File: src/logic/arpwm_defs.svh
`ifndef ARPWM_DEFS_SVH
`define ARPWM_DEFS_SVH
// Register word indices; byte address is four times the index.
`define IDX_CTRL_STATUS  5'h00
`define IDX_COUNT_HIGH   5'h01
`define IDX_COUNT_LOW    5'h02
`define IDX_RELOAD_HIGH  5'h03
`define IDX_RELOAD_LOW   5'h04
`define IDX_OUT_ENABLE   5'h05
`define IDX_CHAN_CS0     5'h06
`define IDX_DUTY0_HIGH   5'h0A
`define IDX_CAPT_HIGH    5'h12
`define IDX_CAPT_LOW     5'h13
`define IDX_SHADOW_CTRL  5'h14
`define IDX_BREAK_CTRL   5'h15
// Control/status fields.
`define BIT_CAPT_FLAG    6
`define BIT_CAPT_IE      5
`define BIT_CLK_SEL_HI   4
`define BIT_CLK_SEL_LO   3
`define BIT_OVF_FLAG     2
`define BIT_OVF_IE       1
`define BIT_CMP_IE       0
// Break control fields.
`define BIT_BREAK_ACT    5
`define BIT_BREAK_PIN_EN 4
// Reset values.
`define RST_SHADOW_CTRL  8'h01
// Slow mode divides the input clock by this figure.
`define SLOW_DIVIDE      32
`endif

File: src/logic/arpwm_pkg.sv
package arpwm_pkg;
  typedef enum logic [1:0] {
    CLK_OFF,
    CLK_LITE,
    CLK_CPU,
    CLK_FAST
  } clk_sel_t;
endpackage : arpwm_pkg

File: src/logic/autoreload_pwm_timer.sv
// Chosen here: register access over Wishbone and the register addresses.
`timescale 1ns/10ps
`include "arpwm_defs.svh"
// Functional notes
// - With cpu clock selected, slow mode runs the timer from its input clock divided by 32.
// - Halt stops timer; active-halt stops unless lite clock and overflow irq.
// - All irqs wake from wait; only lite-clock overflow leaves active-halt.
// - Compare and capture share one irq output; overflow has its own.
// - Each event raises a request only when its enable bit is set.
// - Capture flag set on capture, cleared by captured-byte read, unwritable.
// - Two-bit clock select: off, lite, cpu, fast; cleared by reset.
// - PWM and compare need not work on the lite timebase clock.
// - Overflow flag set at wrap from FFFh, cleared by status read.
// - Bit 1 enables overflow irq, bit 0 compare irq; reset clears.
// - Counter resets to zero, counts each tick, reloads reload value.
// - Output enables reset to zero; zero frees the pin to GPIO.
// - Channel bit 1 inverts that channel's PWM signal; reset clears.
// - Channel bit 0 set on counter equal duty, cleared by read.
// - Break-active set by low break pin or software; reset clears.
// - Break-pin enable gates the break pin; software read/write.
// - Active break forces outputs to the four-bit break pattern.
// - Duty value sets PWM duty and the compare value per channel.
// - Capture pin edge copies counter to capture register if flag clear.
// - Overflow drives enabled outputs high; duty match drives them low.
// - Break start resets counter, reload, duties, duty shadows, output enables.
// - Shadow-load bit set at reset; loads shadows at overflow then clears.
module autoreload_pwm_timer #(
  parameter int CHANNELS = 4,
  parameter int WIDTH    = 12
) (
  // System.
  input  wire logic                clk_i,
  input  wire logic                rst_i,
  // Wishbone slave.
  input  wire logic                cyc_i,
  input  wire logic                stb_i,
  input  wire logic                we_i,
  input  wire logic [6:0]          adr_i,
  input  wire logic [3:0]          sel_i,
  input  wire logic [31:0]         dat_i,
  output logic      [31:0]         dat_o,
  output logic                     ack_o,
  // Counter clock sources, as one-cycle ticks.
  input  wire logic                lite_tick_i,
  input  wire logic                fast_tick_i,
  // Power modes.
  input  wire logic                slow_mode_i,
  input  wire logic                halt_i,
  input  wire logic                active_halt_i,
  // Pins.
  input  wire logic                capture_input_pin_i,
  input  wire logic                break_n_i,
  output logic      [CHANNELS-1:0] pwm_o,
  output logic      [CHANNELS-1:0] pwm_drive_o,
  // Interrupts and wake-up.
  output logic                     ovf_irq_o,
  output logic                     cap_cmp_irq_o,
  output logic                     wake_o
);

  ////////////////////////////////////////////////////////////////////////////
  localparam logic [WIDTH-1:0] CNT_MAX = '1;

  logic [WIDTH-1:0]    count_reg;
  logic [WIDTH-1:0]    reload_reg;
  logic [WIDTH-1:0]    capture_reg;
  logic [3:0]          count_hi_latch_reg;
  logic [1:0]          clk_sel_reg;
  logic                cap_flag_reg;
  logic                cap_ie_reg;
  logic                ovf_flag_reg;
  logic                ovf_ie_reg;
  logic                cmp_ie_reg;
  logic [CHANNELS-1:0] oe_reg;
  logic [CHANNELS-1:0] inv_reg;
  logic [CHANNELS-1:0] inv_shadow_reg;
  logic [CHANNELS-1:0] cmp_flag_reg;
  logic [CHANNELS-1:0] pwm_raw_reg;
  logic [WIDTH-1:0]    duty_reg   [CHANNELS];
  logic [WIDTH-1:0]    duty_shadow_reg [CHANNELS];
  logic                shadow_load_reg;
  logic                break_act_reg;
  logic                break_pin_en_reg;
  logic [3:0]          break_pat_reg;
  logic [4:0]          slow_div_reg;
  logic [2:0]          cap_sync_reg;
  logic [2:0]          brk_sync_reg;
  logic                cap_level_reg;
  logic                brk_level_reg;

  ////////////////////////////////////////////////////////////////////////////
  // Bus decode; every access is answered in the cycle after it is seen.
  wire        bus_req   = cyc_i & stb_i & ~ack_o;
  wire [4:0]  idx       = adr_i[6:2];
  wire        wr        = bus_req & we_i & sel_i[0];
  wire        rd        = bus_req & ~we_i;
  wire [7:0]  wd        = dat_i[7:0];
  wire        wr_ctrl   = wr & (idx == `IDX_CTRL_STATUS);
  wire        wr_rel_hi = wr & (idx == `IDX_RELOAD_HIGH);
  wire        wr_rel_lo = wr & (idx == `IDX_RELOAD_LOW);
  wire        wr_oe     = wr & (idx == `IDX_OUT_ENABLE);
  wire        wr_shadow = wr & (idx == `IDX_SHADOW_CTRL);
  wire        wr_break  = wr & (idx == `IDX_BREAK_CTRL);
  wire        rd_ctrl   = rd & (idx == `IDX_CTRL_STATUS);
  wire        rd_cnt_lo = rd & (idx == `IDX_COUNT_LOW);
  wire        rd_capt   = rd & ((idx == `IDX_CAPT_HIGH) |
                                (idx == `IDX_CAPT_LOW));

  ////////////////////////////////////////////////////////////////////////////
  // Pin synchronisers: stage 0 is read only by stage 1.
  wire cap_stable = cap_sync_reg[1] == cap_sync_reg[2];
  wire brk_stable = brk_sync_reg[1] == brk_sync_reg[2];
  wire cap_edge   = cap_stable & (cap_sync_reg[2] != cap_level_reg);
  wire break_pin  = break_pin_en_reg & ~brk_level_reg;

  always_ff @(posedge clk_i) begin
    if (rst_i) begin
      cap_sync_reg  <= 3'h0;
      brk_sync_reg  <= 3'h7;
      cap_level_reg <= 1'b0;
      brk_level_reg <= 1'b1;
    end else begin
      cap_sync_reg <= {cap_sync_reg[1:0], capture_input_pin_i};
      brk_sync_reg <= {brk_sync_reg[1:0], break_n_i};
      if (cap_stable) begin
        cap_level_reg <= cap_sync_reg[2];
      end
      if (brk_stable) begin
        brk_level_reg <= brk_sync_reg[2];
      end
    end
  end

  ////////////////////////////////////////////////////////////////////////////
  // Counter tick selection and power modes.
  wire       sel_lite   = clk_sel_reg == arpwm_pkg::CLK_LITE;
  wire       slow_tick  = slow_div_reg == 5'(`SLOW_DIVIDE - 1);
  wire       cpu_tick   = slow_mode_i ? slow_tick : 1'b1;
  wire       ah_run     = sel_lite & ovf_ie_reg;
  wire       halted     = halt_i | (active_halt_i & ~ah_run);
  logic      src_tick;

  always_comb begin
    unique case (arpwm_pkg::clk_sel_t'(clk_sel_reg))
      arpwm_pkg::CLK_OFF:  src_tick = 1'b0;
      arpwm_pkg::CLK_LITE: src_tick = lite_tick_i;
      arpwm_pkg::CLK_CPU:  src_tick = cpu_tick;
      arpwm_pkg::CLK_FAST: src_tick = fast_tick_i;
    endcase
  end

  wire tick     = src_tick & ~halted;
  wire overflow = tick & (count_reg == CNT_MAX);
  wire break_go = (wr_break & wd[`BIT_BREAK_ACT]) | break_pin;
  wire break_start = break_go & ~break_act_reg;

  always_ff @(posedge clk_i) begin
    if (rst_i) begin
      slow_div_reg <= 5'h00;
    end else begin
      slow_div_reg <= slow_div_reg + 5'h01;
    end
  end

  ////////////////////////////////////////////////////////////////////////////
  // Counter, reload and global control.
  always_ff @(posedge clk_i) begin
    if (rst_i || break_start) begin
      count_reg  <= '0;
      reload_reg <= '0;
      oe_reg     <= '0;
    end else begin
      if (overflow) begin
        count_reg <= reload_reg;
      end else if (tick) begin
        count_reg <= count_reg + 1'b1;
      end
      if (wr_rel_hi) begin
        reload_reg[WIDTH-1:8] <= wd[3:0];
      end
      if (wr_rel_lo) begin
        reload_reg[7:0] <= wd;
      end
      if (wr_oe) begin
        oe_reg <= {wd[6], wd[4], wd[2], wd[0]};
      end
    end
  end

  always_ff @(posedge clk_i) begin
    if (rst_i) begin
      clk_sel_reg        <= 2'h0;
      cap_ie_reg         <= 1'b0;
      ovf_ie_reg         <= 1'b0;
      cmp_ie_reg         <= 1'b0;
      ovf_flag_reg       <= 1'b0;
      cap_flag_reg       <= 1'b0;
      capture_reg        <= '0;
      count_hi_latch_reg <= 4'h0;
      break_act_reg      <= 1'b0;
      break_pin_en_reg   <= 1'b0;
      break_pat_reg      <= 4'h0;
    end else begin
      if (wr_ctrl) begin
        cap_ie_reg  <= wd[`BIT_CAPT_IE];
        clk_sel_reg <= wd[`BIT_CLK_SEL_HI:`BIT_CLK_SEL_LO];
        ovf_ie_reg  <= wd[`BIT_OVF_IE];
        cmp_ie_reg  <= wd[`BIT_CMP_IE];
      end
      // Set beats the read-clear so a wrap in the read cycle is kept.
      if (overflow) begin
        ovf_flag_reg <= 1'b1;
      end else if (rd_ctrl) begin
        ovf_flag_reg <= 1'b0;
      end
      if (cap_edge && !cap_flag_reg) begin
        cap_flag_reg <= 1'b1;
        capture_reg  <= count_reg;
      end else if (rd_capt) begin
        cap_flag_reg <= 1'b0;
      end
      if (rd_cnt_lo) begin
        count_hi_latch_reg <= count_reg[WIDTH-1:8];
      end
      if (break_pin) begin
        break_act_reg <= 1'b1;
      end else if (wr_break) begin
        break_act_reg <= wd[`BIT_BREAK_ACT];
      end
      if (wr_break) begin
        break_pin_en_reg <= wd[`BIT_BREAK_PIN_EN];
        break_pat_reg    <= wd[3:0];
      end
    end
  end

  // Shadow-load bit: a fresh write loses to the clear only at overflow.
  always_ff @(posedge clk_i) begin
    if (rst_i) begin
      shadow_load_reg <= 1'(`RST_SHADOW_CTRL);
    end else if (shadow_load_reg && overflow) begin
      shadow_load_reg <= 1'b0;
    end else if (wr_shadow) begin
      shadow_load_reg <= wd[0];
    end
  end

  ////////////////////////////////////////////////////////////////////////////
  // Per-channel duty, compare and waveform.
  logic [7:0] chan_rd [CHANNELS];

  for (genvar c = 0; c < CHANNELS; c++) begin : g_chan
    wire [4:0] duty_hi_idx = 5'(`IDX_DUTY0_HIGH + 2 * c);
    wire       wr_cs   = wr & (idx == 5'(`IDX_CHAN_CS0 + c));
    wire       rd_cs   = rd & (idx == 5'(`IDX_CHAN_CS0 + c));
    wire       wr_d_hi = wr & (idx == duty_hi_idx);
    wire       wr_d_lo = wr & (idx == duty_hi_idx + 5'h01);
    // Lite clock gives no compare or PWM; a zero duty never compares.
    wire       match   = tick & ~sel_lite & (count_reg == duty_shadow_reg[c])
                       & (duty_shadow_reg[c] != '0);

    always_ff @(posedge clk_i) begin
      if (rst_i || break_start) begin
        duty_reg[c]        <= '0;
        duty_shadow_reg[c] <= '0;
      end else begin
        if (wr_d_hi) begin
          duty_reg[c][WIDTH-1:8] <= wd[3:0];
        end
        if (wr_d_lo) begin
          duty_reg[c][7:0] <= wd;
        end
        if (overflow && shadow_load_reg) begin
          duty_shadow_reg[c] <= duty_reg[c];
        end
      end
    end

    always_ff @(posedge clk_i) begin
      if (rst_i) begin
        inv_reg[c]        <= 1'b0;
        inv_shadow_reg[c] <= 1'b0;
        cmp_flag_reg[c]   <= 1'b0;
        pwm_raw_reg[c]    <= 1'b0;
      end else begin
        if (wr_cs) begin
          inv_reg[c] <= wd[1];
        end
        if (overflow && shadow_load_reg) begin
          inv_shadow_reg[c] <= inv_reg[c];
        end
        if (match) begin
          cmp_flag_reg[c] <= 1'b1;
        end else if (rd_cs) begin
          cmp_flag_reg[c] <= 1'b0;
        end
        if (overflow && !sel_lite) begin
          pwm_raw_reg[c] <= 1'b1;
        end else if (match) begin
          pwm_raw_reg[c] <= 1'b0;
        end
      end
    end

    assign chan_rd[c] = {6'h00, inv_reg[c], cmp_flag_reg[c]};
    // Break pattern is applied after the inverter.
    assign pwm_o[c] = break_act_reg ? break_pat_reg[c] :
                      (pwm_raw_reg[c] ^ inv_shadow_reg[c]);
    // Low enable means the block drives; break keeps the pins driven.
    assign pwm_drive_o[c] = ~(oe_reg[c] | break_act_reg);
  end

  ////////////////////////////////////////////////////////////////////////////
  // Interrupts and wake-up.
  wire cmp_req = cmp_ie_reg & (|cmp_flag_reg);
  wire cap_req = cap_ie_reg & cap_flag_reg;
  assign ovf_irq_o     = ovf_ie_reg & ovf_flag_reg;
  assign cap_cmp_irq_o = cmp_req | cap_req;
  // Halt never wakes; active-halt only on a lite-clock overflow.
  assign wake_o = halt_i ? 1'b0 :
                  active_halt_i ? (ovf_irq_o & sel_lite) :
                  (ovf_irq_o | cap_cmp_irq_o);

  ////////////////////////////////////////////////////////////////////////////
  // Read mux; unmapped words read zero, reserved bits read zero.
  logic [7:0] rd_mux;
  wire  [4:0] chan_off  = idx - `IDX_CHAN_CS0;
  wire  [4:0] duty_off  = idx - `IDX_DUTY0_HIGH;
  wire        is_chan   = (idx >= `IDX_CHAN_CS0) && (idx < `IDX_DUTY0_HIGH);
  wire        is_duty   = (idx >= `IDX_DUTY0_HIGH) && (idx < `IDX_CAPT_HIGH);
  wire [WIDTH-1:0] duty_sel = duty_reg[duty_off[2:1]];

  always_comb begin
    rd_mux = 8'h00;
    if (is_chan) begin
      rd_mux = chan_rd[chan_off[1:0]];
    end else if (is_duty) begin
      rd_mux = duty_off[0] ? duty_sel[7:0] : {4'h0, duty_sel[WIDTH-1:8]};
    end else begin
      unique case (idx)
        `IDX_CTRL_STATUS: rd_mux = {1'b0, cap_flag_reg, cap_ie_reg,
                                    clk_sel_reg, ovf_flag_reg,
                                    ovf_ie_reg, cmp_ie_reg};
        `IDX_COUNT_HIGH:  rd_mux = {4'h0, count_hi_latch_reg};
        `IDX_COUNT_LOW:   rd_mux = count_reg[7:0];
        `IDX_RELOAD_HIGH: rd_mux = {4'h0, reload_reg[WIDTH-1:8]};
        `IDX_RELOAD_LOW:  rd_mux = reload_reg[7:0];
        `IDX_OUT_ENABLE:  rd_mux = {1'b0, oe_reg[3], 1'b0, oe_reg[2],
                                    1'b0, oe_reg[1], 1'b0, oe_reg[0]};
        `IDX_CAPT_HIGH:   rd_mux = {4'h0, capture_reg[WIDTH-1:8]};
        `IDX_CAPT_LOW:    rd_mux = capture_reg[7:0];
        `IDX_SHADOW_CTRL: rd_mux = {7'h00, shadow_load_reg};
        `IDX_BREAK_CTRL:  rd_mux = {2'h0, break_act_reg, break_pin_en_reg,
                                    break_pat_reg};
        default:          rd_mux = 8'h00;
      endcase
    end
  end

  always_ff @(posedge clk_i) begin
    if (rst_i) begin
      ack_o <= 1'b0;
      dat_o <= 32'h0000_0000;
    end else begin
      ack_o <= bus_req;
      dat_o <= rd ? {24'h000000, rd_mux} : 32'h0000_0000;
    end
  end

endmodule : autoreload_pwm_timer

File: config.mk
export PLATFORM = sky130hd
export DESIGN_NAME = autoreload_pwm_timer
export DESIGN_NICKNAME = d
export VERILOG_FILES = /design/src/logic/arpwm_pkg.sv /design/src/logic/autoreload_pwm_timer.sv
export VERILOG_INCLUDE_DIRS = /design/src /design/src/logic
export SDC_FILE = /design/constraint.sdc
export NUM_CORES = 1
export LEC_CHECK = 0
export ABC_CLOCK_PERIOD_IN_PS = 4000
export BUFFER_PORTS_ARGS = -buffer_cell sky130_fd_sc_hd__buf_4
export CAP_MARGIN = 10
export CORE_ASPECT_RATIO = 0.5
export CORE_MARGIN = 8
export CORE_UTILIZATION = 45
export CTS_BUF_LIST = sky130_fd_sc_hd__clkbuf_4
export DETAILED_ROUTE_END_ITERATION = 8
export PLACE_DENSITY_LB_ADDON = 0.1
export SYNTH_ARGS = -nofsm -noshare
export SYNTH_HDL_FRONTEND = slang
export SYNTH_SLANG_ARGS = --single-unit
export TNS_END_PERCENT = 20
File: constraint.sdc
create_clock -name clk_i -period 4 [get_ports clk_i]
set_input_delay 0.2 -clock clk_i [delete_from_list [all_inputs] [get_ports clk_i]]
set_output_delay 0.2 -clock clk_i [all_outputs]
set_load 0.005 [all_outputs]
# After elaboration in Yosys (flattened, before gate mapping)
# Memories as Yosys holds them, arrays and structs flattened.
# Index checks and enable logic that the tools add are counted.
word_totals:
  reg_bits: 120
  latchBits: 0
  mem_bits_rw: 96
  rom_bits: 0
  output_inout_bits: 44
  mem_count: 2
memory_table:
  columns: ["memory", "depth", "word_bits", "read_ports", "rd_ports_with_merged_regs", "write_ports", "line_no", "source"]
  rows:
  - ["duty_reg", 4, 12, 5, 0, 4, "autoreload_pwm_timer.sv:79", "logic [WIDTH-1:0] duty_reg [CHANNELS];"]
  - ["duty_shadow_reg", 4, 12, 4, 0, 4, "autoreload_pwm_timer.sv:80", "logic [WIDTH-1:0] duty_shadow_reg [CHANNELS];"]
op_classes:
  add_sub_neg: 4
  n_mul: 0
  n_div: 0
  order_cmp: 5
  eq_ne: 33
  shift: 0
  mux: 82
  bitwise: 89
  reduce_logical: 29
op_table:
  columns: ["op", "n"]
  rows:
  - ["8-bit case mux with 10 select lines", 1]
  - ["12-bit two-way mux", 6]
  - ["8-bit two-way mux", 9]
  - ["1-bit two-way mux", 60]
  - ["1-bit AND", 51]
  - ["12-bit equality test", 4]
  - ["12-bit nonzero test", 4]
  - ["5-bit by 4-bit equality test with 1-bit output, second input constant", 8]
  - ["5-bit equality test, second input constant", 7]
  - ["2-bit nonzero test", 13]
  - ["1-bit OR", 21]
  - ["5-bit by 3-bit equality test with 1-bit output, second input constant", 4]
  - ["8-bit binary-select mux with 2-bit select", 1]
  - ["4-bit two-way mux", 4]
  - ["12-bit by 1-bit adder with 12-bit output, second input constant", 1]
  - ["12-bit equality test, second input constant", 1]
  - ["1-bit NOT", 12]
  - ["5-bit by 2-bit equality test with 1-bit output, second input constant", 2]
  - ["5-bit by 1-bit adder with 5-bit output, second input constant", 1]
  - ["5-bit by 1-bit equality test with 1-bit output, second input constant", 1]
  - ["5-bit by 3-bit >= comparator with 1-bit output, second input constant", 1]
  - ["5-bit by 4-bit >= comparator with 1-bit output, second input constant", 1]
  - ["1-bit logical AND", 5]
  - ["5-bit zero test", 1]
  - ["other kinds (17)", 23]

# Logic depth before layout (Yosys ltp)
# Gate-level depths: netlist of the first run.
logic_depth:
  ltp_word: 13
  ltp_mapped: 10
  depth_no_buf: 8

# Least setup slack after synthesis of the first run
# OpenSTA, ideal clock, no wires.
synth_path:
  kind: "register to register"
  start: "register count_reg[0]"
  end: "memory duty_shadow_reg[0][0], enable pin"
  setup_time_ns: 0.407
  arrival_time_ns: 2.562
  slack_ns: 1.032
  path_stages_with_launch: 7
  n_path_buf: 1
  path_cell_list: "dfxtp_1 > ha_1 > buf_2 > nand4_1 > nor4_4 > nand4_4 > nand2_1"
synth_rtl:
  columns: ["item", "line_no", "source"]
  rows:
  - ["from (decl)", "autoreload_pwm_timer.sv:64", "logic [WIDTH-1:0] count_reg;"]
  - ["from (signal assigned)", "autoreload_pwm_timer.sv:174", "count_reg <= reload_reg;"]
  - ["from (signal assigned)", "autoreload_pwm_timer.sv:176", "count_reg <= count_reg + 1'b1;"]
  - ["to (decl)", "autoreload_pwm_timer.sv:80", null]

==> results of run 1 <==
## cell usage after synthesis, types with 4 or more instances
cell      instances  share of area
nor3_1            9         0.0047
a21oi_1          34          0.018
nand3_1          23          0.012
mux4_2           13          0.030
or3_1             4         0.0026
nor4_1           29          0.019
ha_1              6         0.0078
o21ai_0          24          0.012
nand4_1          10         0.0065
xor2_1           41          0.037
o31ai_1           4         0.0031
mux2i_1          52          0.054
and2_1           96          0.062
mux2_2            5         0.0058
xnor2_1          13          0.012
buf_1            10         0.0039
nand2b_1         11         0.0071
nor2_1           77          0.030
a31oi_1           4         0.0026
dfxtp_1          96           0.20
a211oi_1          6         0.0047
a21bo_2           4         0.0041
nand3b_1          8         0.0062
clkbuf_1         20         0.0078
nand2_1          56          0.022
buf_2            12         0.0062
inv_1             7         0.0027
a32oi_1           4         0.0036
or2_2             4         0.0026
o22ai_1           5         0.0032
nor2b_1          18          0.012
edfxtp_1         96           0.30
a221o_1           5         0.0052
buf_4            30          0.023
and3_1           12         0.0078
a22oi_1           5         0.0039
## power by group through the flow
stage	combinational [mW]	clock [mW]	sequential [mW]
2_1_floorplan	0.166	0	2.17
3_3_place_gp	0.244	0	2.20
3_5_place_dp	0.244	0	2.20
4_1_cts	0.256	1.09	2.15
5_1_grt	0.279	1.16	2.16
6_report	0.260	1.05	2.15
## layout make-up
| cell class | count | share of cell area |
|---|---|---|
| clock inverter | 12 | 0.0115 |
| tap | 280 | 0.0331 |
| sequential | 192 | 0.454 |
| clock buffer | 20 | 0.0142 |
| inverter | 8 | 0.00284 |
| multi-input combinational | 658 | 0.423 |
| timing repair buffer | 81 | 0.0619 |
## metrics by stage
stage	util	hold slack, ns	worst slack (ns)	power [mW]	cell area [sq um]
floorplan	-	0.304	1.03	2.34	9750
detailed placement	0.476	0.389	1.23	2.44	10200
CTS	0.496	0.0275	1.28	3.49	10600
finish	0.496	0.0993	1.22	3.46	10600
global placement	0.476	0.385	1.20	2.44	10200
global route	0.496	0.0736	1.08	3.60	10600
## critical path, cell delays in order (launching register included)
cell      delay [ns]
dfxtp_1         0.55
o21bai_1        0.81
a21o_2          0.59
nor2_4          0.06
buf_4           0.27
and2_1          0.23
## per-layer routing
metal	GRT usage	up-vias	wire length, microns
met5	0	-	0
met4	0.0655	0	429
met3	0.102	25	4600
met2	0.276	393	11000
met1	0.366	3491	15100
li1	-	3335	-
## final timing paths
| check | start | end | cells after the start |
|---|---|---|---|
| worst max register to register | break_act_reg | duty_shadow_reg[3][7] | 5 |
| worst min-delay path | sel_i[0] | chan_rd[17] | 5 |
| worst min register to register | brk_sync_reg[0] | brk_sync_reg[1] | 1 |
| worst max-delay path | break_act_reg | duty_shadow_reg[3][7] | 5 |
## cells by family after synthesis
family | Yosys count | share of synthesized area
and+or+nand+nor | 380 | 0.220
DFF | 192 | 0.497
AOI/OAI and AO/OA | 124 | 0.0865
buffers and inverters | 85 | 0.0488
muxes | 70 | 0.0900
xor gates and xnor gates | 54 | 0.0490
adders and majority gates | 6 | 0.00777
other | 1 | 0.000388
## timing repair
action / CTS / global route
setup endpoints to repair: 0 / 0
hold buffers: 14 / 0
hold endpoints to repair: 62 / 0
==> results.cfg, run 1 <==
[clocking]
cts_buffers = 17
post_cts_resized = 0
cts_max_level = 4
cts_root_buf = clkbuf_4
clk_pin_slew_ns = 0.14
cts.sinks = 192
clockBufferDepth = 2
cts_tree = built
cts_setup_buffers = 0
clock_latency_ns = 0.63

[setup_path]
worstSetupPathType = flop to flop
cp_data_required_time_ns = 4.38
critPathCaptureType = flop
cp-start-kind = flop
regToRegSetupSlack_ns = 1.22
crit_arrival_ns = 3.16
cp_max_fo = 48

[sta]
relSlewSlack = 0.352
period_share = 0.695
min_period_ns = 2.78
finalSetupTns_ns = 0
setup_viol = 0
rsz0062_at_grt = false
finalHoldViolations = 0
clock.fmax_mhz = 360
fin_skew_ns = 0.0233
finalMaxSlewViolations = 0
worst_pin_slew_ns = 0.963

[synth]
avgSynthCellArea_sq_um = 10.6
synthArstFlopShare = 0
synth_warnings = 0
dominantRegCellSynth = edfxtp_1
ys_types = 74
synth_edf_count = 96
ys_seq_area_frac = 0.497
postSynthCellCount = 912
syn_area_sq_um = 9660
ys_seq_elements = 192

[drt]
ant_nets = 0
vias = 7244
wl_per_cell_microns = 24.8
drtIter0Drc = 854
via_per_inst = 5.79
wl_microns = 31100
drtPass1Iterations = 5
drc = 0

[finish]
instances_no_fill = 1251
final_cell_mix = 96 x and2_1, 96 x dfxtp_1, 96 x edfxtp_1
seqCellArea_sq_um = 4800
fillers = 2022
multi_input_area_sq_um = 4470
num_antenna_cells = 0
area_growth_pct = 9.57
final_nets = 1019
drive_gt1_frac = 0.140

[die]
rows = 38
io_pins = 99
start_util = 0.452
core_area_sq_um = 21300
die_w_microns = 223
dieArea_sq_um = 26700
die_h_microns = 120

[power_and_ir_drop]
p_leak_nw = 3.88
power.density_nw_per_um2 = 327
peakVddDrop_mv = 0.209
pwr-share-clk = 0.303
power.internal_mw = 2.58
pwr-share-comb = 0.075
power_frac_seq = 0.622
p_sw_mw = 0.879
swShare = 0.254

[global_routing]
grt_max_degree = 62
grt_pass1_vias = 6806
antenna_found_initial = 0
grt_use_total = 0.234
grt_pass1_wl_microns = 45800
overflow = 0

[placed_design]
portBuffers = 45
dp_cells = 1205
hpwl_microns = 22800
finalWeightedCongestion = 0.945

[flow_run]
maxCapViolations = 0

[min_path]
min-delay-path-class = primary input to flop

[run_status]
outcome = finished, final reports clean
(Power assumes the default switching activity.)
==> run 2: changes to the inputs <==
- ABC_CLOCK_PERIOD_IN_PS: 4000 -> 2400
- clock period: 4 -> 2.4 ns (I/O delays scaled with it)
==> results.cfg, run 2 (synthesis results as in run 1) <==
[run_status]
outcome = finished, final reports clean

[setup_path]
cp-start-kind = flop
regToRegSetupSlack_ns = 0.08
r2r-start = slow_div_reg[0]
cp_data_required_time_ns = 2.94
worstSetupPathType = flop to flop
crit_arrival_ns = 2.85
setup.worst_path.start = slow_div_reg[0]
cp_max_fo = 5
critPathCaptureType = flop

[drt]
drtPass1Iterations = 5
drtIter0Drc = 1069
wl_per_cell_microns = 24.9
drc = 0
via_per_inst = 5.85
ant_nets = 0
vias = 7593
wl_microns = 32300

[clocking]
cts.sinks = 192
clk_pin_slew_ns = 0.15
cts_root_buf = clkbuf_4
cts_max_level = 4
cts_tree = built
clockBufferDepth = 2
cts_setup_buffers = 0
cts_buffers = 17
clock_latency_ns = 0.62

[finish]
fillers = 1969
final_common_cell = buf_4
drive_gt1_frac = 0.178
fin_area_sq_um = 11100
final_cell_mix = 103 x buf_4, 96 x and2_1, 96 x edfxtp_1
final_nets = 1066
seqCellArea_sq_um = 4810
area_growth_pct = 14.4
multi_input_area_sq_um = 4520

[flow_run]
maxCapViolations = 0

[sta]
worst_pin_slew_ns = 0.809
fin_skew_ns = 0.0220
period_share = 0.966
setup_viol = 0
min_period_ns = 2.32
finalHoldViolations = 0
relSlewSlack = 0.456
rsz0062_at_grt = true
finalMaxSlewViolations = 0
hold_ws_ns = 0.122
clock.fmax_mhz = 431

[global_routing]
use_met1 = 0.390
grt-busiest-layer = met1
use_met3 = 0.0852
grt_max_degree = 61
antenna_found_initial = 1
grt_pass1_wl_microns = 46700
overflow = 0
grt_use_total = 0.238
met2_usage = 0.283
grt_pass1_vias = 6926

[placed_design]
portBuffers = 45
finalWeightedCongestion = 0.981
place_area_sq_um = 10500
hpwl_microns = 23600

[die]
die_w_microns = 223
core_area_sq_um = 21300
dieArea_sq_um = 26700
start_util = 0.452
io_pins = 99
rows = 38
die_h_microns = 120

[min_path]
worstHoldStart = halt_i
min-delay-path-class = primary input to flop

[power_and_ir_drop]
p_leak_nw = 4.13
power.density_nw_per_um2 = 549
peakVddDrop_mv = 0.417
run 2: cell count changes in the layout (fill, tap and decap cells not counted), sizes merged, moves of 2 or more:
cell         previous run  this run
buf                    67       106
bufinv                  2         4
clkbuf                 20        18
clkinv                  7         9
clkinvlp                4         2
dlygate4sd3            14        20
nor2                   78        80
run 2: critical path, cell delays in order (launching register included):
cell	delay, ns
dfxtp_1	0.36
ha_1	0.17
and3_1	0.18
ha_1	0.14
nand2b_1	0.14
buf_4	0.12
o211a_2	0.35
nand3_1	0.12
nand3b_1	0.37
a21bo_2	0.29
run 2: worst paths after layout:
path,cells after the start,end
hold reg to reg,1,brk_sync_reg[1]
setup reg to reg,9,pwm_raw_reg[2]
setup / recovery,9,pwm_raw_reg[2]
hold / removal,6,count_reg[10]
run 2: routing by layer:
metal | vias to the layer above | share of wire | wire, microns
li1 | 3429 | - | -
met1 | 3676 | 0.50 | 16100
met2 | 459 | 0.35 | 11400
met3 | 29 | 0.14 | 4530
met4 | 0 | 0.0098 | 318
met5 | - | 0 | 0
run 2: stage by stage:
stage / instances / utilization / power [mW] / setup TNS (ns) / worst slack, ns
3_5_place_dp: 1244 / 0.491 / 4.09 / -0.251 / -0.0198
2_1_floorplan: 935 / - / 3.90 / 0 / 0.115
5_1_grt: 1298 / 0.518 / 6.25 / -0.0168 / -0.0168
6_report: 1299 / 0.518 / 6.06 / 0 / 0.0824
3_3_place_gp: 1244 / 0.491 / 4.09 / 0 / 0.000601
4_1_cts: 1296 / 0.516 / 6.07 / -0.0118 / -0.00409
run 2: layout make-up:
cell class              count  area share
inverters                   8     0.00272
repair buffers            126      0.0919
clock inverters            14      0.0174
flip-flops and latches    192       0.435
clock buffers              18      0.0122
well taps                 280      0.0317
diodes                      1    0.000226
multi-input cells         660       0.409
run 2: what timing repair did:
item	4_1_cts	5_1_grt
pin swaps	4	4
hold buffers	20	0
gates cloned	0	2
resized for setup	1	7
endpoints found under the hold margin	91	0
setup endpoints to repair	48	50
run 2: report_power, final:
part	switching, mW	internal [mW]
registers	0.0749	3.51
logic	0.289	0.180
clock network	1.17	0.838
total	1.53	4.53
==> run 3: changes to the inputs <==
- CORE_ASPECT_RATIO: 0.5 -> 0.7
- SKIP_LAST_GASP: not set -> 1
==> results.cfg, run 3 (synthesis results as in run 1) <==
[run_status]
outcome = finished, final reports clean

[setup_path]
worstSetupPathType = flop to primary output
crit_arrival_ns = 2.25
critPathMaxStageDelay_ns = 0.80
timing.critical_path.buf_inv = 1
cp_data_required_time_ns = 2.28
critical-path-top-delay-family = compound AO/OA/AOI/OAI gates
cp.depth = 5
crit_chain = o41ai_1 > a21oi_1 > a21oi_1 > nor2_1 > buf_4
cp-start-kind = flop
critPathSlowestCell = o41ai_1
cp_common_cell = a21oi_1
critPathCaptureType = primary output
cp_max_fo = 3
reg2regPathDepth = 9

[drt]
ant_nets = 0
wl_microns = 30400
vias = 7404
drtIter0Drc = 900
drc = 0
wl_per_cell_microns = 23.5
drtPass1Iterations = 6
via_per_inst = 5.73

[sta]
finalMaxSlewViolations = 0
finalHoldViolations = 0
worst_pin_slew_ns = 0.853
period_share = 0.989
clock.fmax_mhz = 422
setup_viol = 0
relSlewSlack = 0.424
rsz0062_at_grt = true
min_period_ns = 2.37
fin_skew_ns = 0.0335
finalSetupTns_ns = 0

[clocking]
cts_root_buf = clkbuf_4
clockBufferDepth = 2
cts_setup_buffers = 0
cts.sinks = 192
cts_tree = built
cts_max_level = 4
clk_pin_slew_ns = 0.16
clock_latency_ns = 0.61
cts_buffers = 17

[finish]
final_cell_mix = 96 x and2_1, 96 x dfxtp_1, 96 x edfxtp_1, 96 x buf_4, 77 x nor2_1
fin_area_sq_um = 11000
final_nets = 1057
instances_no_fill = 1293
drive_gt1_frac = 0.171
area_growth_pct = 13.6

[placed_design]
portBuffers = 45
finalWeightedCongestion = 0.978
dp_cells = 1239
hpwl_microns = 21700
place_area_sq_um = 10400

[min_path]
min-delay-path-class = primary input to flop
hold_depth = 4

[die]
die_h_microns = 139
start_util = 0.451
core_area_sq_um = 21400
io_pins = 99
dieArea_sq_um = 26500
rows = 45
die_w_microns = 191

[power_and_ir_drop]
power.density_nw_per_um2 = 551
peakVddDrop_mv = 0.367
p_leak_nw = 4.10

[global_routing]
grt_use_total = 0.224
overflow = 0
grt_pass1_wl_microns = 43800
grt_pass1_vias = 6708
antenna_found_initial = 2
grt_max_degree = 62

[flow_run]
maxCapViolations = 0
## run 3: through the flow
step / hold WS, ns / setup slack, ns / util / power, mW
2_1_floorplan: 0.224 / 0.115 / - / 3.90
3_3_place_gp: 0.306 / 0.0195 / 0.488 / 4.08
3_5_place_dp: 0.308 / -0.0708 / 0.488 / 4.08
4_1_cts: 0.00614 / -0.131 / 0.512 / 6.08
5_1_grt: 0.0231 / -0.104 / 0.513 / 6.25
6_report: 0.0529 / 0.0276 / 0.513 / 6.05
## run 3: repair_timing
action,CTS,global route
hold buffers,18,0
hold endpoints to repair,78,0
pin swaps,0,1
endpoints found under the setup margin,48,49
resized for setup,0,1
cloned,0,2
## run 3: power by group
| group | total (mW) | switching [mW] | internal [mW] |
|---|---|---|---|
| Clock | 2.01 | 1.25 | 0.764 |
| Sequential | 3.58 | 0.0665 | 3.51 |
| Combinational | 0.460 | 0.281 | 0.178 |
| Total | 6.05 | 1.60 | 4.46 |
## run 3: final cells by class
cell class                      instances  area [sq um]
Antenna cell                            2          5.00
Clock buffer                           17           128
Clock inverter                         15           198
Fill cell                            2012         10400
Inverter                                8          30.0
Multi-Input combinational cell        660          4500
Sequential cell                       192          4800
Tap cell                              282           353
Timing Repair Buffer                  117           961
## run 3: tightest hold or removal path, cell delays in order
cell	delay [ns]
buf_4	0.19
nand2_1	0.12
o41ai_1	0.08
a21oi_1	0.11
## run 3: final timing paths
path,slack (ns),end,start
setup / recovery,0.03,wake_o,chan_rd[8]
hold / removal,0.05,chan_rd[8],adr_i[5]
setup reg to reg,0.07,duty_shadow_reg[1][5],slow_div_reg[0]
hold reg to reg,0.45,brk_sync_reg[1],brk_sync_reg[0]
## run 3: per-layer routing
metal / part of all wire / wire, microns / vias up / GRT usage
met5: 0 / 0 / - / 0
met4: 0.015 / 466 / 0 / 0.0537
met3: 0.11 / 3220 / 35 / 0.0518
met2: 0.39 / 12000 / 373 / 0.293
met1: 0.48 / 14700 / 3576 / 0.359
li1: - / - / 3420 / -
